`config.mk`:
```
export PLATFORM = sky130hd
export DESIGN_NAME = amchl_regs
export DESIGN_NICKNAME = d
export VERILOG_FILES = /design/src/hw/amchl_hdr_mem.v /design/src/hw/amchl_cor_status.v /design/src/hw/amchl_regs.v
export VERILOG_INCLUDE_DIRS = /design/src /design/src/hw
export SDC_FILE = /design/constraint.sdc
export NUM_CORES = 1
export LEC_CHECK = 0
export BUFFER_PORTS_ARGS = -buffer_cell sky130_fd_sc_hd__buf_2
export CORE_MARGIN = 2
export CORE_UTILIZATION = 44
export DETAILED_ROUTE_END_ITERATION = 12
export PLACE_DENSITY_LB_ADDON = 0.05
export SLEW_MARGIN = 20
export SYNTH_ARGS = -nofsm -noshare
export SYNTH_HDL_FRONTEND = slang
export SYNTH_SLANG_ARGS = --single-unit
```
`constraint.sdc`:
```
create_clock -name clk -period 14.9 [get_ports clk]
set_clock_uncertainty 0.1 [all_clocks]
set_input_delay 3.725 -clock clk [delete_from_list [all_inputs] [get_ports clk]]
set_output_delay 3.725 -clock clk [all_outputs]
set_load 0.1 [all_outputs]
```
`src/hw/amchl_map.vh`:
```
// Register offsets, field positions and reset values for the error block
`ifndef AMCHL_MAP_VH
`define AMCHL_MAP_VH

// Extended configuration byte offsets
`define AMCHL_OFF_COR_STATUS 12'h110
`define AMCHL_OFF_COR_MASK 12'h114
`define AMCHL_OFF_CAP_CTRL 12'h118
`define AMCHL_OFF_HDR_DW0 12'h11c
`define AMCHL_OFF_HDR_DW1 12'h120
`define AMCHL_OFF_HDR_DW2 12'h124
`define AMCHL_OFF_HDR_DW3 12'h128

// Correctable error bit positions (status and mask share them)
`define AMCHL_COR_RX_ERROR 0
`define AMCHL_COR_BAD_TLP 6
`define AMCHL_COR_BAD_DLLP 7
`define AMCHL_COR_REPLAY_ROLL 8
`define AMCHL_COR_REPLAY_EXPIRY 12
`define AMCHL_COR_ADVISORY 13

// Implemented correctable bits, split by which reset clears them
`define AMCHL_COR_IMPL 32'h000031c1
`define AMCHL_COR_FUND_ONLY 32'h000011c1
`define AMCHL_COR_ANY_RESET 32'h00002000

// Reset values
`define AMCHL_COR_MASK_RESET 32'h00002000
`define AMCHL_COR_STATUS_RESET 32'h00000000
`define AMCHL_CAP_CTRL_RESET 32'h000000a0
`define AMCHL_HDR_RESET 32'h00000000

// Capability and control field positions
`define AMCHL_CAP_CHECK_EN 8
`define AMCHL_CAP_CHECK_ABLE 7
`define AMCHL_CAP_GEN_EN 6
`define AMCHL_CAP_GEN_ABLE 5
`define AMCHL_CAP_PTR_MSB 4
`define AMCHL_CAP_PTR_LSB 0

`endif

```
`src/hw/amchl_hdr_mem.v`:
```
// Four-word header log store with registered read data
`timescale 1ns/1ps
module amchl_hdr_mem #(
    parameter DW = 32,
    parameter WORDS = 4,
    parameter AW = 2
) (
    // Clock and clear
    input wire clk,
    input wire clear,
    // Whole-header write
    input wire we,
    input wire [DW*WORDS-1:0] wdata,
    // Word read
    input wire [AW-1:0] raddr,
    output reg [DW-1:0] rdata
);

reg [DW-1:0] mem [0:WORDS-1];
integer i;

// Clear and capture all words at once; newest header overwrites older
always @(posedge clk)
begin
    if (clear)
    begin
        for (i = 0; i < WORDS; i = i + 1)
            mem[i] <= {DW{1'b0}};
    end
    else if (we)
    begin
        for (i = 0; i < WORDS; i = i + 1)
            mem[i] <= wdata[i*DW +: DW];
    end
end

// Read port registered; shows the old word on a write cycle
always @(posedge clk)
begin
    if (clear)
        rdata <= {DW{1'b0}};
    else
        rdata <= mem[raddr];
end

endmodule // amchl_hdr_mem

```
`src/hw/amchl_cor_status.v`:
```
// Correctable error status bits with mask gating and write-one-to-clear
`timescale 1ns/1ps
`include "amchl_map.vh"
module amchl_cor_status (
    // Clock and resets
    input wire clk,
    input wire reset,
    input wire fund_rst,
    // Error events and mask
    input wire [31:0] cor_err_event,
    input wire [31:0] cor_mask,
    // Software clear, one bit per status bit
    input wire [31:0] clear_bits,
    // Status and message request
    output reg [31:0] cor_status,
    output reg cor_msg_req
);

wire [31:0] hit;
reg [31:0] next_status;

// Masked errors never reach the status bits or the message
assign hit = cor_err_event & ~cor_mask & `AMCHL_COR_IMPL;

// A new event in the clear cycle survives the clear
always @*
begin
    next_status = (cor_status & ~clear_bits) | hit;
end

// Footnoted bits survive the ordinary reset
always @(posedge clk)
begin
    if (fund_rst)
    begin
        cor_status <= `AMCHL_COR_STATUS_RESET;
        cor_msg_req <= 1'b0;
    end
    else if (reset)
    begin
        cor_status <= cor_status & `AMCHL_COR_FUND_ONLY;
        cor_msg_req <= 1'b0;
    end
    else
    begin
        cor_status <= next_status;
        cor_msg_req <= |hit;
    end
end

endmodule // amchl_cor_status

```
`src/hw/amchl_regs.v`:
```
// Error mask, capability/control and header log registers
//
// Behaviour
// - Masked errors: no status, message, log, pointer
// - Correctable mask at 114h, resets 00002000h
// - Bit 13 advisory mask, default masked
// - Bits 12,8,7,6,0 masks, default unmasked
// - Mask reserved bits read as zero
// - Footnoted fields cleared only by fundamental reset
// - Control register at 118h, resets 000000a0h
// - Bit 8 enables end-to-end CRC checking
// - Bit 7 reads one: check ability
// - Bit 6 enables end-to-end CRC generation
// - Bit 5 reads one: generate ability
// - Bits 4:0 hold first error pointer
// - Offending header logged at 11Ch..128h
// - Earliest byte sits in lowest byte lane
// - Header log zero, cleared by fundamental reset
// - Status set by hardware, cleared writing one
`timescale 1ns/1ps
`include "amchl_map.vh"
module amchl_regs #(
    parameter HDR_WORDS = 4
) (
    // Clock and resets
    input wire clk,
    input wire reset,
    input wire pcie_reset_n,
    input wire global_reset_n,
    // Configuration access
    input wire [11:0] cfg_addr,
    input wire cfg_wr,
    input wire cfg_rd,
    input wire [3:0] cfg_be,
    input wire [31:0] cfg_wdata,
    output reg [31:0] cfg_rdata,
    output reg cfg_rd_valid,
    // Correctable error detection
    input wire [31:0] cor_err_event,
    // Uncorrectable error detection
    input wire uncor_err_valid,
    input wire [4:0] uncor_err_bit,
    input wire [31:0] uncor_mask,
    input wire [32*HDR_WORDS-1:0] err_hdr,
    input wire uncor_first_clear,
    // Control and status outputs
    output reg fundamental_reset_n,
    output reg e2e_crc_check_enable,
    output reg e2e_crc_generate_enable,
    output reg [31:0] correctable_error_mask,
    output wire [31:0] cor_status,
    output wire cor_msg_req,
    output reg hdr_logged
);

// Expand byte enables into a bit write mask
function [31:0] be_bits;
    input [3:0] be;
    begin
        be_bits = {{8{be[3]}}, {8{be[2]}}, {8{be[1]}}, {8{be[0]}}};
    end
endfunction

// Wire order puts the first byte in bits 31:24; the log wants it low
function [31:0] wire_to_log;
    input [31:0] d;
    begin
        wire_to_log = {d[7:0], d[15:8], d[23:16], d[31:24]};
    end
endfunction

// Compare an address against a register offset
function hit_at;
    input [11:0] addr;
    input [11:0] off;
    begin
        hit_at = (addr[11:2] == off[11:2]);
    end
endfunction

wire fund_rst;
wire wr_mask;
wire wr_cap;
wire wr_status;
wire [31:0] wbits;
wire [31:0] mask_wr_bits;
wire [31:0] status_clear;
wire uncor_record;
wire hdr_sel;
wire [1:0] hdr_index;
wire [31:0] hdr_rdata;
wire [31:0] cap_ctrl_value;
wire [31:0] cap_reset;
reg [4:0] first_err_ptr;
reg first_err_valid;
reg [32*HDR_WORDS-1:0] hdr_log_data;
reg [31:0] next_mask;
reg [31:0] next_other;
reg rd_pending;
reg rd_hdr;
reg [31:0] rd_other;
integer k;

// Fundamental reset follows either reset pin, at the same edge
assign fund_rst = ~(pcie_reset_n & global_reset_n);

// Control reset word as a net, so single enable bits can be picked
assign cap_reset = `AMCHL_CAP_CTRL_RESET;

// Write strobes per register
assign wbits = be_bits(cfg_be);
assign wr_mask = cfg_wr & hit_at(cfg_addr, `AMCHL_OFF_COR_MASK);
assign wr_cap = cfg_wr & hit_at(cfg_addr, `AMCHL_OFF_CAP_CTRL);
assign wr_status = cfg_wr & hit_at(cfg_addr, `AMCHL_OFF_COR_STATUS);

// Only implemented mask bits take writes; reserved stay zero
assign mask_wr_bits = wbits & `AMCHL_COR_IMPL;
assign status_clear = wr_status ? (cfg_wdata & wbits) : 32'h00000000;

// Registered copy of the fundamental reset for outside logic
always @(posedge clk)
begin
    fundamental_reset_n <= pcie_reset_n & global_reset_n;
end

// Next mask value from a byte-enabled write
always @*
begin
    next_mask = correctable_error_mask;
    if (wr_mask)
    begin
        next_mask = (correctable_error_mask & ~mask_wr_bits)
            | (cfg_wdata & mask_wr_bits);
    end
end

// Mask register; advisory bit also obeys the ordinary reset
always @(posedge clk)
begin
    if (fund_rst)
    begin
        correctable_error_mask <= `AMCHL_COR_MASK_RESET;
    end
    else if (reset)
    begin
        correctable_error_mask <=
            (correctable_error_mask & `AMCHL_COR_FUND_ONLY)
            | (`AMCHL_COR_MASK_RESET & `AMCHL_COR_ANY_RESET);
    end
    else
    begin
        correctable_error_mask <= next_mask;
    end
end

// CRC enables; the ordinary reset leaves them alone
always @(posedge clk)
begin
    if (fund_rst)
    begin
        e2e_crc_check_enable <=
            cap_reset[`AMCHL_CAP_CHECK_EN];
        e2e_crc_generate_enable <=
            cap_reset[`AMCHL_CAP_GEN_EN];
    end
    else if (wr_cap)
    begin
        if (cfg_be[1])
            e2e_crc_check_enable <=
                cfg_wdata[`AMCHL_CAP_CHECK_EN];
        if (cfg_be[0])
            e2e_crc_generate_enable <=
                cfg_wdata[`AMCHL_CAP_GEN_EN];
    end
end

// An uncorrectable error counts only when its class is unmasked
assign uncor_record = uncor_err_valid
    & ~uncor_mask[uncor_err_bit];

// First error pointer holds until outside logic frees it;
// a new error in the freeing cycle takes the pointer at once
always @(posedge clk)
begin
    if (fund_rst)
    begin
        first_err_ptr <= 5'h00;
        first_err_valid <= 1'b0;
    end
    else if (uncor_record & (~first_err_valid | uncor_first_clear))
    begin
        first_err_ptr <= uncor_err_bit;
        first_err_valid <= 1'b1;
    end
    else if (uncor_first_clear)
    begin
        first_err_valid <= 1'b0;
    end
end

// Reorder each captured doubleword into log byte order
always @*
begin
    hdr_log_data = {32*HDR_WORDS{1'b0}};
    for (k = 0; k < HDR_WORDS; k = k + 1)
    begin
        hdr_log_data[k*32 +: 32] =
            wire_to_log(err_hdr[32*(HDR_WORDS-k)-1 -: 32]);
    end
end

// Header store; words 11Ch..128h map to index 0..3
assign hdr_sel = hit_at(cfg_addr, `AMCHL_OFF_HDR_DW0)
    | hit_at(cfg_addr, `AMCHL_OFF_HDR_DW1)
    | hit_at(cfg_addr, `AMCHL_OFF_HDR_DW2)
    | hit_at(cfg_addr, `AMCHL_OFF_HDR_DW3);
assign hdr_index = cfg_addr[3:2] + 2'h1;

amchl_hdr_mem #(
    .DW(32),
    .WORDS(HDR_WORDS),
    .AW(2)
) i_amchl_hdr_mem (
    .clk(clk),
    .clear(fund_rst),
    .we(uncor_record & ~fund_rst),
    .wdata(hdr_log_data),
    .raddr(hdr_index),
    .rdata(hdr_rdata)
);

// Pulse when a header is logged, for outside message logic
always @(posedge clk)
begin
    if (fund_rst | reset)
        hdr_logged <= 1'b0;
    else
        hdr_logged <= uncor_record;
end

// Correctable status bits
amchl_cor_status i_amchl_cor_status (
    .clk(clk),
    .reset(reset),
    .fund_rst(fund_rst),
    .cor_err_event(cor_err_event),
    .cor_mask(correctable_error_mask),
    .clear_bits(status_clear),
    .cor_status(cor_status),
    .cor_msg_req(cor_msg_req)
);

// Assembled control word; ability bits are constants
assign cap_ctrl_value = {23'h000000,
    e2e_crc_check_enable,
    1'b1,
    e2e_crc_generate_enable,
    1'b1,
    first_err_ptr};

// Read mux for the flop-held registers; unmapped reads give zero
always @*
begin
    next_other = 32'h00000000;
    if (hit_at(cfg_addr, `AMCHL_OFF_COR_STATUS))
        next_other = cor_status;
    else if (hit_at(cfg_addr, `AMCHL_OFF_COR_MASK))
        next_other = correctable_error_mask;
    else if (hit_at(cfg_addr, `AMCHL_OFF_CAP_CTRL))
        next_other = cap_ctrl_value;
end

// First read stage lines up with the registered log read
always @(posedge clk)
begin
    if (reset | fund_rst)
    begin
        rd_pending <= 1'b0;
        rd_hdr <= 1'b0;
        rd_other <= 32'h00000000;
    end
    else
    begin
        rd_pending <= cfg_rd;
        rd_hdr <= hdr_sel;
        rd_other <= next_other;
    end
end

// Second read stage drives the answer from a flop
always @(posedge clk)
begin
    if (reset | fund_rst)
    begin
        cfg_rdata <= 32'h00000000;
        cfg_rd_valid <= 1'b0;
    end
    else
    begin
        cfg_rd_valid <= rd_pending;
        if (rd_pending)
            cfg_rdata <= rd_hdr ? hdr_rdata : rd_other;
    end
end

endmodule // amchl_regs

```
==> flow_metrics.tcl <==
set metrics [dict create \
    yosys_warnings 0 \
    p_int_mw 1.39 \
    grt_usage_pct 18.7 \
    yosysMostFrequentCell "dfxtp_1" \
    synth-seq-cells 276 \
    drive_above_1_share_pct 43.6 \
    cts_buffers 31 \
    reg2reg_slack_ns 13.13 \
    drt_iter0_drc 418 \
    slew_violations 0 \
    die_x_um 166 \
    whs_ns 0.341 \
    postSynthCellCount 879 \
    io_pins 355 \
    critPathKind "input port to register" \
    whs_path_depth 2 \
    clock_latency_ns 0.54 \
    share_comb_of_total_power_pct 8.7 \
    cpMaxStageDelayCell "buf_4" \
    yosysTopAreaCell "edfxtp_1" \
    fin_ws_ns 8.16 \
    fmax_mhz 148 \
    gp_congestion 0.822 \
    yosysUniqueCellTypes 55 \
    min_path_type "register to register" \
    start_util_pct 44.5 \
    status "finished, final reports clean" \
    max_stage_delay_ns 0.75 \
    min-delay-start "i_amchl_cor_status.cor_status[16]$_SDFF_PP0_" \
    grt_max_degree 89 \
    grt-ovfl-total 0 \
    crit_path_start_kind "input port" \
    fin_crit_sh_pct 45.2 \
    ctsHoldBuffers 0 \
    setup_viol 0 \
    syn_area_sq_um 11500 \
    critical_path_required_ns 15.21 \
    r2r_cells 2 \
    dp_hpwl_um 18000 \
    maxCapViolations 0 \
    cp_max_fo 88 \
    die-area_sq_um 27500 \
    vias_per_cell 4.87 \
    htree_num_levels 1 \
    die_y_um 166 \
    hold_viol 0 \
    nets 1417 \
    rr_startpoint "rd_hdr$_SDFF_PP0_" \
    arrival_ns 7.05 \
    min_period_ns 6.74 \
    synth_top_area_share_pct 33.4 \
    maxSlewHeadroom_pct 26.8 \
    rows 59 \
    cts.sinks 276 \
    routed_wl_um 26300 \
    coreArea_sq_um 25800 \
    syn_area_per_cell_sq_um 13.1 \
    p_clk_share_pct 44.5 \
    fin_tns_setup_ns 0 \
    sw_frac_of_total_pct 22.3 \
    drc 0 \
    post_cts_resized 0 \
    area_delta_synth_final_pct 22.8 \
    synth_common_cells "dfxtp_1, edfxtp_1, and2_4" \
    peakVddDrop_v 0.0000821 \
    ant_nets 0 \
    worstMarginPinSlew_ns 1.10 \
    p_leak_nw 6.04 \
    synth_edf_count 128 \
    crit_chain "buf_2 > mux4_1 > o22ai_1 > o41a_2 > nand4_4 > nor2_4 > buf_4 > and2_4" \
    ys.flop_type "dfxtp_1" \
    cts_setup_buffers 0 \
    switching_power_mw 0.401 \
    rsz0062_at_grt "no" \
    first_pass_iters 5 \
    antenna_found_initial 4 \
    yosysSeqAreaShare_pct 59.1 \
    via_count 7422 \
    place_ws_ns 7.54 \
    port_buffers 300 \
    async_reset_ff_share_pct 0 \
    grt_pass1_vias 7297 \
    p_total_mw 1.80 \
    clock_path_buffers 3 \
    seq_power_share_pct 46.7 \
    grt_first_pass_wirelength_um 41100 \
    wl_per_cell_um 17.3 \
    cts_tree "yes" \
    cellPowerDensity_nw_per_um2 127 \
    cp-end-kind "register" \
    synthTopCellsByArea "edfxtp_1, dfxtp_1, and2_4, mux4_2, mux2i_1" \
    hold_end "i_amchl_cor_status.cor_status[16]$_SDFF_PP0_" \
    cts_root_buffer "clkbuf_16" \
    clk_pin_slew_ns 0.06 \
    worstReg2RegEnd "cfg_rdata[12]$_SDFFE_PP0P_" \
]
[layout by cell type, fill, tap and decap left out, drive strengths merged, types with 3 or more instances in the layout]
cell type	synthesis	final
inv	9	9
buf	50	308
o211ai	5	5
conb	1	26
bufinv	0	6
and2	161	161
mux2i	40	40
clkinv	0	10
and3	28	28
clkbuf	35	40
nand2	41	41
nand2b	7	7
nor2b	7	7
a2111oi	3	3
a22oi	7	7
a222oi	3	3
diode	0	4
a211oi	33	33
edfxtp	128	128
nor3	4	4
ha	4	4
nor2	60	60
mux4	36	36
a21bo	3	3
mux2	4	4
dfxtp	148	148
a21oi	35	35
o21ai	3	3
[registers in the layout (all words and copies together), names as in the netlist, named ones only]
register and flops:
cfg_rd_valid 1, rd_other 32, e2e_crc_generate_enable 1, i_amchl_cor_status.cor_msg_req 1
cfg_rdata 32, rd_pending 1, hdr_logged 1, fundamental_reset_n 1
rd_hdr 1, i_amchl_hdr_mem.rdata 32, e2e_crc_check_enable 1, i_amchl_hdr_mem.mem 128
first_err_ptr 5, i_amchl_cor_status.cor_status 32, first_err_valid 1
[layout make-up]
cell class / instances / area [sq um]
sequential: 276 / 6810
multi-input combinational: 534 / 4200
clock inverter: 17 / 239
fill: 2285 / 11700
antenna: 4 / 10.0
clock buffer: 40 / 850
tap: 335 / 419
timing repair buffer: 308 / 1570
inverter: 9 / 33.8
[through the flow]
stage | cells | util (%) | area [sq um]
2_1_floorplan | 904 | - | 11600
3_3_place_gp | 1461 | 50.4 | 13000
5_1_grt | 1520 | 54.7 | 14100
3_5_place_dp | 1461 | 50.4 | 13000
6_report | 1523 | 54.7 | 14100
4_1_cts | 1518 | 54.6 | 14100
[critical path, delay by kind of cell]
kind / cells / cell delay, ns
AOI/OAI and AO/OA: 2 / 0.37
buffers and inverters: 2 / 1.04
and+or+nand+nor: 3 / 1.24
muxes: 1 / 0.60
[how the worst max path moves through the flow]
stage                      from                                        to  slack (ns)
6_report       uncor_err_bit[1]  i_amchl_hdr_mem.mem[2][16]$_SDFFCE_PN0P_        8.16
5_1_grt        uncor_err_bit[1]  i_amchl_hdr_mem.mem[1][29]$_SDFFCE_PN0P_        7.84
4_1_cts        uncor_err_bit[1]  i_amchl_hdr_mem.mem[1][29]$_SDFFCE_PN0P_        8.11
3_5_place_dp   uncor_err_bit[1]  i_amchl_hdr_mem.mem[1][19]$_SDFFCE_PN0P_        7.54
3_3_place_gp   uncor_err_bit[1]  i_amchl_hdr_mem.mem[1][19]$_SDFFCE_PN0P_        7.53
2_1_floorplan  uncor_err_bit[1]   i_amchl_hdr_mem.mem[0][0]$_SDFFCE_PN0P_        6.47
[per-layer routing]
layer / GRT usage (%) / share of wire [%] / up-vias
met3: 3.77 / 6.5 / 30
met1: 28.0 / 48 / 3452
met5: 0 / 0 / -
li1: - / - / 3661
met2: 27.9 / 43 / 279
met4: 4.39 / 1.9 / 0
[cell families (layout without fill, tap and decap cells)]
| family | count (synthesis) | count (layout) | share of synthesized area (%) |
|---|---|---|---|
| AOI/OAI and AO/OA | 106 | 106 | 6.47 |
| adders and majority gates | 4 | 4 | 0.435 |
| buffers and inverters | 94 | 374 | 5.40 |
| DFF | 276 | 276 | 59.1 |
| muxes | 80 | 80 | 11.0 |
| other | 1 | 30 | 0.0326 |
| and+or+nand+nor | 318 | 318 | 17.5 |
[power groups by stage]
stage | Sequential (mW) | Clock (mW) | Combinational, mW
2_1_floorplan | 0.864 | 0 | 0.105
3_3_place_gp | 0.855 | 0 | 0.158
3_5_place_dp | 0.856 | 0 | 0.158
4_1_cts | 0.839 | 0.818 | 0.159
5_1_grt | 0.842 | 0.848 | 0.168
6_report | 0.839 | 0.800 | 0.157
Power figures use the tool's default switching activity.
